File: config.mk
export PLATFORM = sky130hd
export DESIGN_NAME = bfr_top
export DESIGN_NICKNAME = d
export VERILOG_FILES = /design/src/bfr_pkg.sv /design/src/bfr_ssw_build.sv /design/src/bfr_ret_decide.sv /design/src/bfr_top.sv
export VERILOG_INCLUDE_DIRS = /design/src
export SDC_FILE = /design/constraint.sdc
export NUM_CORES = 1
export LEC_CHECK = 0
export ABC_AREA = 1
export ABC_CLOCK_PERIOD_IN_PS = 1900
export BUFFER_PORTS_ARGS = -buffer_cell sky130_fd_sc_hd__buf_2
export CORE_MARGIN = 5
export CORE_UTILIZATION = 40
export CTS_CLUSTER_SIZE = 20
export DETAILED_ROUTE_END_ITERATION = 10
export PLACE_DENSITY_LB_ADDON = 0.3
export SKIP_LAST_GASP = 1
export SLEW_MARGIN = 25
export SYNTH_ARGS = -nofsm -noshare
export SYNTH_HDL_FRONTEND = slang
export SYNTH_HIERARCHICAL = 1
export SYNTH_SLANG_ARGS = --single-unit
File: constraint.sdc
create_clock -name MCLK_IN -period 1.9 [get_ports MCLK_IN]
set_input_delay 0.095 -clock MCLK_IN [delete_from_list [all_inputs] [get_ports MCLK_IN]]
set_output_delay 0.095 -clock MCLK_IN [all_outputs]
set_load 0.02 [all_outputs]
File: src/bfr_cfg.svh
// constants for the bus fault recovery unit
`ifndef BFR_CFG_SVH
`define BFR_CFG_SVH
`define BFR_SSW_OFFSET 8'h0A
`define BFR_SHORT_B_ADD 32'h0000_0004
`define BFR_SHORT_C_ADD 32'h0000_0002
`define BFR_LONG_C_SUB 32'h0000_0002
`define BFR_BIT_FC 15
`define BFR_BIT_FB 14
`define BFR_BIT_RC 13
`define BFR_BIT_RB 12
`define BFR_BIT_DF 8
`define BFR_BIT_RM 7
`define BFR_BIT_RW 6
`define BFR_SIZE_HI 5
`define BFR_SIZE_LO 4
`define BFR_SPACE_HI 2
`define BFR_SPACE_LO 0
`define BFR_WRITABLE_MASK 16'h3100
`define BFR_VEC_ADDR_ERR 12'h00C
`define BFR_VEC_BUS_ERR 12'h008
`define BFR_FMT_SHORT 4'hA
`define BFR_FMT_LONG 4'hB
`define BFR_SPACE_UPROG 3'h2
`define BFR_SPACE_SPROG 3'h6
`endif

File: src/bfr_pkg.sv
// types for the bus fault recovery unit
package bfr_pkg;
  typedef struct packed {
    logic stage_c_fault;
    logic stage_b_fault;
    logic stage_c_rerun;
    logic stage_b_rerun;
    logic [2:0] zero_hi;
    logic data_fault_flag;
    logic locked_cycle_flag;
    logic read_dir;
    logic [1:0] size;
    logic zero_lo;
    logic [2:0] data_space_code;
  } bfr_ssw_t;
  typedef struct packed {
    logic read_dir;
    logic locked;
    logic [1:0] size;
    logic [2:0] space;
  } bfr_dcyc_t;
  typedef enum logic [3:0] {
    BFR_IDLE = 4'b0001,
    BFR_FAULT = 4'b0010,
    BFR_RETURN = 4'b0100,
    BFR_RERUN = 4'b1000
  } bfr_state_t;
endpackage : bfr_pkg

File: src/bfr_ssw_build.sv
// builds the fault status word from fault causes
`timescale 1ns/1ns
`default_nettype none
`include "bfr_cfg.svh"
module bfr_ssw_build (
  // causes
  input wire logic addr_err_in,
  input wire logic both_stages_in,
  input wire logic [1:0] stage_used_bad_in,
  input wire logic [1:0] stage_pf_fault_in,
  input wire logic data_fault_in,
  input wire bfr_pkg::bfr_dcyc_t dcyc_in,
  // word
  output bfr_pkg::bfr_ssw_t ssw_out
);
  always_comb
  begin
    ssw_out = '0;
    if (addr_err_in)
    begin
      ssw_out.stage_c_rerun = 1'b1;
      ssw_out.stage_b_rerun = both_stages_in;
    end
    else
    begin
      ssw_out.stage_c_fault = stage_used_bad_in[1];
      ssw_out.stage_b_fault = stage_used_bad_in[0];
      ssw_out.stage_c_rerun = stage_pf_fault_in[1] | stage_used_bad_in[1];
      ssw_out.stage_b_rerun = stage_pf_fault_in[0] | stage_used_bad_in[0];
      ssw_out.data_fault_flag = data_fault_in;
      if (data_fault_in)
      begin
        ssw_out.locked_cycle_flag = dcyc_in.locked;
        ssw_out.read_dir = dcyc_in.read_dir;
        ssw_out.size = dcyc_in.size;
        ssw_out.data_space_code = dcyc_in.space;
      end
    end
  end
endmodule : bfr_ssw_build
`default_nettype wire

File: src/bfr_ret_decide.sv
// decides which cycles the exception return reruns
`timescale 1ns/1ns
`default_nettype none
`include "bfr_cfg.svh"
module bfr_ret_decide (
  // stacked values
  input wire bfr_pkg::bfr_ssw_t ssw_in,
  input wire logic [1:0] stage_needed_in,
  // decisions
  output logic [1:0] pf_rerun_out,
  output logic data_rerun_out,
  output logic rmw_done_out
);
  always_comb
  begin
    pf_rerun_out[1] = ssw_in.stage_c_rerun & (ssw_in.stage_c_fault | stage_needed_in[1]);
    pf_rerun_out[0] = ssw_in.stage_b_rerun & (ssw_in.stage_b_fault | stage_needed_in[0]);
    data_rerun_out = ssw_in.data_fault_flag;
    rmw_done_out = ssw_in.locked_cycle_flag & ~ssw_in.data_fault_flag;
  end
endmodule : bfr_ret_decide
`default_nettype wire

File: src/bfr_top.sv
// bus fault recovery unit top
`timescale 1ns/1ns
`default_nettype none
`include "bfr_cfg.svh"
module bfr_top (
  // clock and reset
  input wire logic MCLK_IN,
  input wire logic RST_N_IN,
  // memory bus cycle end
  input wire logic CYC_END_IN,
  input wire logic BUS_ERR_IN,
  input wire logic CYC_IS_DATA_IN,
  input wire bfr_pkg::bfr_dcyc_t DCYC_IN,
  // instruction stream
  input wire logic IADDR_ODD_REQ_IN,
  input wire logic PIPE_BOTH_IN,
  input wire logic [1:0] STAGE_USE_IN,
  input wire logic [1:0] STAGE_PF_ERR_IN,
  input wire logic [31:0] PC_IN,
  input wire logic LONG_FRAME_REQ_IN,
  // exception return
  input wire logic RET_START_IN,
  input wire logic [15:0] STACK_SSW_IN,
  input wire logic STACK_SR_SUPER_IN,
  input wire logic [1:0] STAGE_NEEDED_IN,
  input wire logic [31:0] STACK_B_ADDR_IN,
  input wire logic STACK_LONG_IN,
  // fault frame outputs
  output logic EXC_START_OUT,
  output logic [15:0] SSW_OUT,
  output logic [7:0] SSW_OFFSET_OUT,
  output logic [3:0] FRAME_FMT_OUT,
  output logic [11:0] VEC_OFFSET_OUT,
  output logic [31:0] STAGE_B_ADDR_OUT,
  output logic [31:0] STAGE_C_ADDR_OUT,
  output logic BUS_START_BLOCK_OUT,
  // rerun outputs
  output logic [1:0] PF_RERUN_OUT,
  output logic [2:0] PF_SPACE_OUT,
  output logic DATA_RERUN_OUT,
  output logic RMW_DONE_OUT,
  output logic RET_DONE_OUT
);
  bfr_pkg::bfr_state_t state_reg, state_next;
  bfr_pkg::bfr_ssw_t ssw_built, ssw_stacked;
  logic [1:0] pf_dec;
  logic data_dec, rmw_dec;
  logic data_err, addr_err, stage_bad, any_fault;
  logic exc_reg, exc_next, blk_reg, blk_next, done_reg, done_next;
  logic [15:0] ssw_reg, ssw_next;
  logic [3:0] fmt_reg, fmt_next;
  logic [11:0] vec_reg, vec_next;
  logic [31:0] badr_reg, badr_next, cadr_reg, cadr_next;
  logic [1:0] pfr_reg, pfr_next;
  logic [2:0] sp_reg, sp_next;
  logic dr_reg, dr_next, rmw_reg, rmw_next;
  logic [7:0] off_reg, off_next;
  logic long_fault;

  assign ssw_stacked = bfr_pkg::bfr_ssw_t'(STACK_SSW_IN);
  assign data_err = CYC_END_IN & BUS_ERR_IN & CYC_IS_DATA_IN;
  assign addr_err = IADDR_ODD_REQ_IN;
  assign stage_bad = |(STAGE_USE_IN & STAGE_PF_ERR_IN);
  assign any_fault = data_err | addr_err | stage_bad;
  assign long_fault = (data_err & DCYC_IN.read_dir) | LONG_FRAME_REQ_IN;

  bfr_ssw_build u_build (
    .addr_err_in(addr_err),
    .both_stages_in(PIPE_BOTH_IN),
    .stage_used_bad_in(STAGE_USE_IN & STAGE_PF_ERR_IN),
    .stage_pf_fault_in(STAGE_PF_ERR_IN),
    .data_fault_in(data_err),
    .dcyc_in(DCYC_IN),
    .ssw_out(ssw_built)
  );

  bfr_ret_decide u_dec (
    .ssw_in(ssw_stacked),
    .stage_needed_in(STAGE_NEEDED_IN),
    .pf_rerun_out(pf_dec),
    .data_rerun_out(data_dec),
    .rmw_done_out(rmw_dec)
  );

  // fault and return sequencing
  always_comb
  begin
    state_next = state_reg;
    exc_next = 1'b0;
    done_next = 1'b0;
    // hold off bus start
    blk_next = addr_err;
    off_next = `BFR_SSW_OFFSET;
    case (state_reg)
      bfr_pkg::BFR_IDLE:
      begin
        if (any_fault)
        begin
          exc_next = 1'b1;
          state_next = bfr_pkg::BFR_FAULT;
        end
        else if (RET_START_IN)
        begin
          state_next = bfr_pkg::BFR_RETURN;
        end
      end
      bfr_pkg::BFR_FAULT:
      begin
        state_next = bfr_pkg::BFR_IDLE;
      end
      bfr_pkg::BFR_RETURN:
      begin
        state_next = bfr_pkg::BFR_RERUN;
      end
      bfr_pkg::BFR_RERUN:
      begin
        done_next = 1'b1;
        state_next = bfr_pkg::BFR_IDLE;
      end
      default:
      begin
        state_next = bfr_pkg::BFR_IDLE;
      end
    endcase
  end

  always_ff @(posedge MCLK_IN or negedge RST_N_IN)
  begin
    if (!RST_N_IN)
    begin
      state_reg <= bfr_pkg::BFR_IDLE;
      exc_reg <= 1'b0;
      blk_reg <= 1'b0;
      done_reg <= 1'b0;
      off_reg <= `BFR_SSW_OFFSET;
    end
    else
    begin
      state_reg <= state_next;
      exc_reg <= exc_next;
      blk_reg <= blk_next;
      done_reg <= done_next;
      off_reg <= off_next;
    end
  end

  // status word, format and vector
  always_comb
  begin
    ssw_next = ssw_reg;
    fmt_next = fmt_reg;
    vec_next = vec_reg;
    case (state_reg)
      bfr_pkg::BFR_IDLE:
      begin
        if (any_fault)
        begin
          ssw_next = 16'(ssw_built);
          vec_next = addr_err ? `BFR_VEC_ADDR_ERR : `BFR_VEC_BUS_ERR;
          // long or short frame format
          if (long_fault)
          begin
            fmt_next = `BFR_FMT_LONG;
          end
          else
          begin
            fmt_next = `BFR_FMT_SHORT;
          end
        end
      end
      bfr_pkg::BFR_RETURN:
      begin
        ssw_next = STACK_SSW_IN;
      end
      default:
      begin
        ssw_next = ssw_reg;
      end
    endcase
  end

  always_ff @(posedge MCLK_IN or negedge RST_N_IN)
  begin
    if (!RST_N_IN)
    begin
      ssw_reg <= 16'h0000;
      fmt_reg <= 4'h0;
      vec_reg <= 12'h000;
    end
    else
    begin
      ssw_reg <= ssw_next;
      fmt_reg <= fmt_next;
      vec_reg <= vec_next;
    end
  end

  // pipe stage word addresses
  always_comb
  begin
    badr_next = badr_reg;
    cadr_next = cadr_reg;
    case (state_reg)
      bfr_pkg::BFR_IDLE:
      begin
        if (any_fault)
        begin
          badr_next = PC_IN + `BFR_SHORT_B_ADD;
          if (long_fault)
          begin
            cadr_next = PC_IN + `BFR_SHORT_B_ADD - `BFR_LONG_C_SUB;
          end
          else
          begin
            cadr_next = PC_IN + `BFR_SHORT_C_ADD;
          end
        end
      end
      bfr_pkg::BFR_RETURN:
      begin
        if (STACK_LONG_IN)
        begin
          badr_next = STACK_B_ADDR_IN;
          cadr_next = STACK_B_ADDR_IN - `BFR_LONG_C_SUB;
        end
      end
      default:
      begin
        badr_next = badr_reg;
      end
    endcase
  end

  always_ff @(posedge MCLK_IN or negedge RST_N_IN)
  begin
    if (!RST_N_IN)
    begin
      badr_reg <= 32'h0000_0000;
      cadr_reg <= 32'h0000_0000;
    end
    else
    begin
      badr_reg <= badr_next;
      cadr_reg <= cadr_next;
    end
  end

  // return rerun decisions
  always_comb
  begin
    pfr_next = 2'b00;
    sp_next = sp_reg;
    dr_next = 1'b0;
    rmw_next = 1'b0;
    case (state_reg)
      bfr_pkg::BFR_RETURN:
      begin
        sp_next = STACK_SR_SUPER_IN ? `BFR_SPACE_SPROG : `BFR_SPACE_UPROG;
        pfr_next = pf_dec;
        dr_next = data_dec;
        rmw_next = rmw_dec;
      end
      default:
      begin
        pfr_next = 2'b00;
      end
    endcase
  end

  always_ff @(posedge MCLK_IN or negedge RST_N_IN)
  begin
    if (!RST_N_IN)
    begin
      pfr_reg <= 2'b00;
      sp_reg <= 3'h0;
      dr_reg <= 1'b0;
      rmw_reg <= 1'b0;
    end
    else
    begin
      pfr_reg <= pfr_next;
      sp_reg <= sp_next;
      dr_reg <= dr_next;
      rmw_reg <= rmw_next;
    end
  end

  assign EXC_START_OUT = exc_reg;
  assign SSW_OUT = ssw_reg;
  assign SSW_OFFSET_OUT = off_reg;
  assign FRAME_FMT_OUT = fmt_reg;
  assign VEC_OFFSET_OUT = vec_reg;
  assign STAGE_B_ADDR_OUT = badr_reg;
  assign STAGE_C_ADDR_OUT = cadr_reg;
  assign BUS_START_BLOCK_OUT = blk_reg;
  assign PF_RERUN_OUT = pfr_reg;
  assign PF_SPACE_OUT = sp_reg;
  assign DATA_RERUN_OUT = dr_reg;
  assign RMW_DONE_OUT = rmw_reg;
  assign RET_DONE_OUT = done_reg;
endmodule : bfr_top
`default_nettype wire

==> results of run 1 <==
timing repair:
action | 4_1_cts | 5_1_grt
endpoints found under the setup margin | 4 | 49
gates cloned | 0 | 5
endpoints found under the hold margin | 38 | 0
pin swaps | 0 | 19
gates resized for setup | 1 | 66
hold buffers | 4 | 0
setup buffers | 0 | 15
how the worst max path moves through the flow:
| stage | end | slack, ns | depth (start not counted) |
|---|---|---|---|
| 3_3_place_gp | STAGE_C_ADDR_OUT[19] | -0.27 | 17 |
| 2_1_floorplan | STAGE_C_ADDR_OUT[3] | -0.002 | 9 |
| 4_1_cts | STAGE_C_ADDR_OUT[12] | 0.004 | 11 |
| 6_report | STAGE_C_ADDR_OUT[23] | 0.03 | 11 |
| 5_1_grt | STAGE_C_ADDR_OUT[19] | -0.1 | 18 |
| 3_5_place_dp | STAGE_C_ADDR_OUT[19] | -0.33 | 17 |
synth_stat cells, types with 2 or more instances:
| library cell | count | area (µm²) |
|---|---|---|
| nand2_1 | 342 | 1284 |
| nor2_1 | 206 | 773.2 |
| inv_1 | 117 | 439.2 |
| dfrtp_1 | 94 | 2352 |
| nand3_1 | 73 | 365.4 |
| o21ai_0 | 69 | 345.3 |
| a21oi_1 | 48 | 240.2 |
| a31oi_1 | 38 | 237.7 |
| clkbuf_1 | 33 | 123.9 |
| xor2_1 | 29 | 254.0 |
| buf_4 | 28 | 210.2 |
| nand2_2 | 22 | 137.6 |
| nor2_2 | 15 | 93.84 |
| nand4_1 | 11 | 68.82 |
| inv_2 | 10 | 37.54 |
| nor2_4 | 10 | 112.6 |
| o211ai_1 | 9 | 67.56 |
| nor3_1 | 8 | 40.04 |
| buf_2 | 7 | 35.03 |
| nand3b_1 | 6 | 45.04 |
| nor4_1 | 6 | 37.54 |
| or2_2 | 6 | 37.54 |
| ha_1 | 5 | 62.56 |
| o21ai_1 | 5 | 25.02 |
| xnor2_1 | 5 | 43.79 |
| conb_1 | 3 | 11.26 |
| nand3_2 | 3 | 30.03 |
| o21bai_1 | 3 | 22.52 |
| o311ai_0 | 3 | 26.28 |
| a21oi_2 | 2 | 17.52 |
| buf_1 | 2 | 7.510 |
| nand2_4 | 2 | 22.52 |
| nor2_8 | 2 | 40.04 |
per-stage QoR:
step	setup WS, ns	total power [mW]	utilization (%)	instances	hold WS (ns)
floorplan	-0.001906	6.801	-	1254	-0.2006
global placement	-0.2746	9.102	52.69	1816	0.1042
detailed placement	-0.3292	9.191	52.69	1816	0.1064
CTS	0.004435	11.14	54.51	1836	0.01037
global route	-0.09548	12.63	56.88	1856	0.01424
finish	0.02834	11.86	56.88	1856	0.02094
tightest hold or removal path, stage by stage:
cell and delay (ns):
buf_2 0.10, nand2_1 0.06, a31oi_1 0.08
power by group through the flow:
stage | combinational (mW) | clock [mW] | sequential, mW
finish | 6.45 | 1.92 | 3.48
global route | 7.01 | 2.03 | 3.59
CTS | 5.70 | 1.95 | 3.49
detailed placement | 5.67 | 0 | 3.52
global placement | 5.61 | 0 | 3.49
floorplan | 2.28 | 0 | 4.52
cell families after synthesis:
group,synth area share (%)
simple gates,39.91
flops,30.68
fa+ha+maj,0.8068
compound gates,13.36
buf+inv,11.05
other cells,0.1452
xor+xnor,4.050
cell type report:
class | count | area, µm² | area share, %
clock buffer | 11 | 242.7 | 2.214
multi-input combinational | 961 | 4782 | 43.63
tap | 265 | 331.6 | 3.025
sequential | 95 | 2379 | 21.70
clock inverter | 5 | 63.81 | 0.5821
inverter | 128 | 488.0 | 4.452
timing repair buffer | 391 | 2675 | 24.40
layer usage:
layer	part of all wire [%]	global-route usage (%)	up-vias
met5	0.045	0	-
met4	2.3	5.721	2
met3	8.3	4.315	57
met2	46	39.38	398
met1	43	33.74	4238
li1	-	-	4592
==> results.py, run 1 <==
metrics = {
    "power": {
        "pwr-share-comb_pct": 54.4,
        "power.density_mw_per_mm2": 1082,
        "p_leak_nw": 5.595,
        "p_switching_mw": 5.243,
        "p_sw_share_pct": 44.23,
        "p_int_mw": 6.612,
        "seqPwrFrac_pct": 29.4,
        "peakVddDrop_v": 0.0005801,
        "pwr-share-clk_pct": 16.2,
    },
    "sta": {
        "hold_viol_final": 0,
        "finClkSkew_ns": 0.005960,
        "setup_viol": 0,
        "tightestPinTransition_ns": 0.5234,
        "fin_crit_sh_pct": 98.51,
        "period_minus_slack_ns": 1.872,
        "drv_slew": 0,
        "fmax_ghz": 0.5343,
        "setup_tns_ns": 0,
        "relSlewSlack_pct": 65.11,
        "rsz0062_at_grt": "yes",
    },
    "global_route": {
        "antenna_found_initial": 1,
        "grt_pass1_wl_um": 43550,
        "grt.total_usage_pct": 24.24,
        "grt_start_max_net_pins": 54,
        "grt_pass1_vias": 8416,
        "globalRoute.totalOverflow": 0,
    },
    "critical_path": {
        "r2r-end": "STAGE_C_ADDR_OUT[23]",
        "required_ns": 2.13,
        "r2r_cells": 11,
        "crit_chain": "nand2_1 -> nor3_2 -> inv_1 -> nor2_2 -> nor2_2 -> nor2_4 -> buf_6 -> buf_12 -> o21ai_0 -> a21oi_1 -> a21oi_1",
        "cp_top_family": "flip-flops",
        "slowest_delay_ns": 0.54,
        "startpoint": "state_reg[0]",
        "cp_max_fo": 8,
        "cp_slowest_cell": "dfstp_2",
        "worstSetupPathType": "reg2reg",
        "endpoint_kind": "flip-flop",
        "reg2reg_slack_ns": 0.03,
        "arrival_ns": 2.10,
        "regToRegStartpoint": "state_reg[0]",
        "startpoint_type": "flip-flop",
        "cp_num_buf_inv": 3,
    },
    "min_path": {
        "whs_path_depth": 3,
        "min_from": "STACK_SSW_IN[9]",
        "hold_path.class": "in2reg",
        "hold_path_end": "SSW_OUT[9]",
    },
    "placed_design": {
        "gp_congestion": 0.9609,
        "dpl_cell_area_mm2": 0.01015,
        "place_hpwl_um": 22310,
        "io_buffers": 197,
    },
    "finish": {
        "largest_reg_flops": 32,
        "fin_area_mm2": 0.01096,
        "final_common_cell": "nand2_1",
        "diodes": 0,
        "fill_cells": 1968,
        "layout_common_cells": "nand2_1 (335), buf_2 (196), nor2_1 (186)",
        "layout-drive-gt1-share_pct": 32.43,
        "fin_nets": 1695,
        "syn_to_final_growth_pct": 41.38,
    },
    "outcome": {
        "outcome": "finished clean",
    },
    "synth": {
        "synth_edf_count": 0,
        "syn_area_mm2": 0.007754,
        "synth-seq-cells": 95,
        "synthFlopType": "dfrtp_1",
        "synth-seq-area-share_pct": 30.68,
        "synth_warnings": 6,
        "ys_async_sr_fraction_pct": 100.0,
        "ys_types": 44,
        "syn-mean-instance-area_um2": 6.288,
        "netlist_instances": 1233,
    },
    "cts": {
        "h-tree-depth": 3,
        "cts_tree": "done",
        "clock_latency_ns": 0.35,
        "clkSlewWorstSetupHoldPaths_ns": 0.07,
        "clock_path_buffers": 2,
        "root_buffer": "clkbuf_16",
        "cts_sinks": 95,
        "cts_made_buffers": 9,
    },
    "routing": {
        "ant_nets": 0,
        "vias": 9287,
        "avgViaCountPerCell": 5.004,
        "remaining_drc_errors": 0,
        "drt-initial-drc-count": 695,
        "drt-total-wl_um": 28660,
        "routedWlPerCell_um": 15.44,
        "dr.pass1.iters": 8,
    },
    "job": {
        "maxCapViolCount": 0,
    },
    "floorplanning": {
        "die_w_um": 149.2,
        "die_area_mm2": 0.02227,
        "top_level_ports": 218,
        "design.core.area_mm2": 0.01927,
        "placementRows": 51,
        "die_h_um": 149.2,
        "start_util_pct": 40.24,
    },
}
Note: power is estimated with default switching activity, not from simulation.
==> run 2, diff against run 1 <==
BUFFER_PORTS_ARGS = -buffer_cell sky130_fd_sc_hd__buf_4   (was -buffer_cell sky130_fd_sc_hd__buf_2)
==> run 2 against run 1 <==
  * Critical endpoint is now STAGE_C_ADDR_OUT[3]
  * Combinational power increased by 13%
  * Global-route usage increased by 0.31 points
  * Core utilization rose by 3.6 points
  * Clock skew is essentially flat
  * The flow now finishes with violations (negative setup slack)
  * Sequential power increased by 2%
  * Final area rose by 6.2%
  * First-iteration DRC count fell by 8.9%
  * Count of clock-buffer cells in the layout decreased by 1
  * Non-clock buffer count increased by 4
  * Sequential share of layout area shrank 1.3 points
==> results.py, run 2 (synthesis results as in run 1) <==
metrics = {
    "finish": {
        "layout_common_cells": "buf_4 (368), nand2_1 (328), nor2_1 (181)",
        "fill_cells": 1856,
        "layout-drive-gt1-share_pct": 34.42,
        "fin_nets": 1699,
        "final_core_util_pct": 60.43,
        "diodes": 0,
        "regArea_mm2": 0.002379,
        "syn_to_final_growth_pct": 50.20,
        "final_common_cell": "buf_4",
        "multiInputGateArea_mm2": 0.004932,
        "largest_reg_flops": 32,
        "fin_cells": 1860,
    },
    "power": {
        "peakVddDrop_v": 0.0005424,
        "p_int_mw": 7.275,
        "p_sw_share_pct": 42.79,
        "seqPwrFrac_pct": 28.0,
        "p_switching_mw": 5.440,
        "power.density_mw_per_mm2": 1092,
        "pwr-share-clk_pct": 14.9,
        "pwr-share-comb_pct": 57.2,
        "p_leak_nw": 5.815,
    },
    "global_route": {
        "grt.total_usage_pct": 24.55,
        "grt_start_max_net_pins": 52,
        "grt_pass1_wl_um": 43760,
        "globalRoute.totalOverflow": 0,
        "grt_pass1_vias": 8441,
        "antenna_found_initial": 0,
    },
    "sta": {
        "rsz0062_at_grt": "yes",
        "fmax_ghz": 0.5027,
        "fin_crit_sh_pct": 104.7,
        "setup_tns_ns": -0.7393,
        "period_minus_slack_ns": 1.989,
        "finClkSkew_ns": 0.006222,
        "setup_viol": 24,
        "hold_viol_final": 0,
        "drv_slew": 0,
        "setup_ws_ns": -0.08943,
    },
    "critical_path": {
        "startpoint": "state_reg[0]",
        "arrival_ns": 2.27,
        "reg2reg_slack_ns": -0.09,
        "regToRegStartpoint": "state_reg[0]",
        "crit_path_end": "STAGE_C_ADDR_OUT[3]",
        "startpoint_type": "flip-flop",
        "required_ns": 2.18,
        "r2r_cells": 11,
        "worstSetupPathType": "reg2reg",
        "endpoint_kind": "flip-flop",
        "cp_max_fo": 9,
        "r2r-end": "STAGE_C_ADDR_OUT[3]",
    },
    "job": {
        "maxCapViolCount": 0,
    },
    "cts": {
        "clock_latency_ns": 0.34,
        "cts_tree": "done",
        "cts_sinks": 95,
        "clock_path_buffers": 2,
        "root_buffer": "clkbuf_16",
        "clkSlewWorstSetupHoldPaths_ns": 0.07,
        "cts_made_buffers": 9,
        "h-tree-depth": 3,
    },
    "floorplanning": {
        "die_w_um": 149.2,
        "design.core.area_mm2": 0.01927,
        "top_level_ports": 218,
        "die_h_um": 149.2,
        "placementRows": 51,
        "die_area_mm2": 0.02227,
        "start_util_pct": 40.24,
    },
    "routing": {
        "drt-initial-drc-count": 633,
        "ant_nets": 0,
        "drt-total-wl_um": 28870,
        "routedWlPerCell_um": 15.52,
        "dr.pass1.iters": 5,
        "avgViaCountPerCell": 4.975,
        "vias": 9254,
        "remaining_drc_errors": 0,
    },
    "placed_design": {
        "gp_congestion": 0.9538,
        "place_hpwl_um": 22700,
        "io_buffers": 197,
        "dpl.cell_count": 1822,
    },
    "outcome": {
        "outcome": "finished, violations left",
        "violations": "negative setup slack",
    },
    "min_path": {
        "hold_path.class": "in2reg",
    },
}
==> run 2: cell type report <==
type | instances | area share [%]
multi-input combinational | 961 | 42.35
timing repair buffer | 395 | 27.51
sequential | 95 | 20.42
inverter | 128 | 4.254
tap | 265 | 2.847
clock buffer | 10 | 2.052
clock inverter | 6 | 0.5587
==> run 2: worst min-delay path by stage <==
stage	cells after the start	from	slack [ns]	endpoint
2_1_floorplan	0	RST_N_IN	-0.20	BUS_START_BLOCK_OUT
3_3_place_gp	1	RST_N_IN	0.03	BUS_START_BLOCK_OUT
3_5_place_dp	1	RST_N_IN	0.03	BUS_START_BLOCK_OUT
4_1_cts	3	PC_IN[0]	0.01	STAGE_B_ADDR_OUT[0]
5_1_grt	3	STACK_SSW_IN[7]	0.02	SSW_OUT[7]
6_report	3	PC_IN[0]	0.02	STAGE_B_ADDR_OUT[0]
==> run 2: worst max-delay path, stage by stage (launching register included) <==
cell and delay (ns):
dfstp_2 0.55, nand2_2 0.06, nor3_4 0.20, inv_2 0.08
nor2_4 0.14, nor2_4 0.06, nor2_4 0.18, buf_12 0.15
inv_12 0.05, buf_12 0.13, a31oi_4 0.15, a22o_1 0.16
==> run 2: per-stage QoR <==
step | setup slack, ns | hold slack (ns) | instance area, µm² | power [mW]
after floorplan | -0.001906 | -0.2006 | 7883 | 6.801
after global placement | -0.3234 | 0.02565 | 10700 | 9.634
after detailed placement | -0.3822 | 0.03304 | 10700 | 9.751
after CTS | -0.03423 | 0.01232 | 11070 | 11.70
after global routing | -0.1753 | 0.02315 | 11650 | 13.53
final | -0.08943 | 0.02282 | 11650 | 12.71
==> run 2: power by group through the flow <==
stage | clock network, mW | logic (mW) | registers, mW
floorplan | 0 | 2.28 | 4.52
global placement | 0 | 6.09 | 3.55
detailed placement | 0 | 6.18 | 3.57
CTS | 1.92 | 6.23 | 3.55
global route | 2.01 | 7.85 | 3.67
finish | 1.89 | 7.27 | 3.56
==> run 2: timing repair <==
item / in CTS / in global routing
setup endpoints to repair: 20 / 65
buffers inserted: 1 / 16
gates cloned: 0 / 2
hold endpoints to repair: 27 / 0
resized for setup: 3 / 119
hold buffers: 4 / 0
pin swaps: 1 / 48
==> run 2: metal layers <==
| metal | GRT usage [%] | wire length [µm] | vias to the layer above |
|---|---|---|---|
| met5 | 0 | 0 | - |
| met4 | 7.231 | 702 | 0 |
| met3 | 3.586 | 2191 | 40 |
| met2 | 40.12 | 13640 | 357 |
| li1 | - | - | 4600 |
| met1 | 33.83 | 12340 | 4257 |
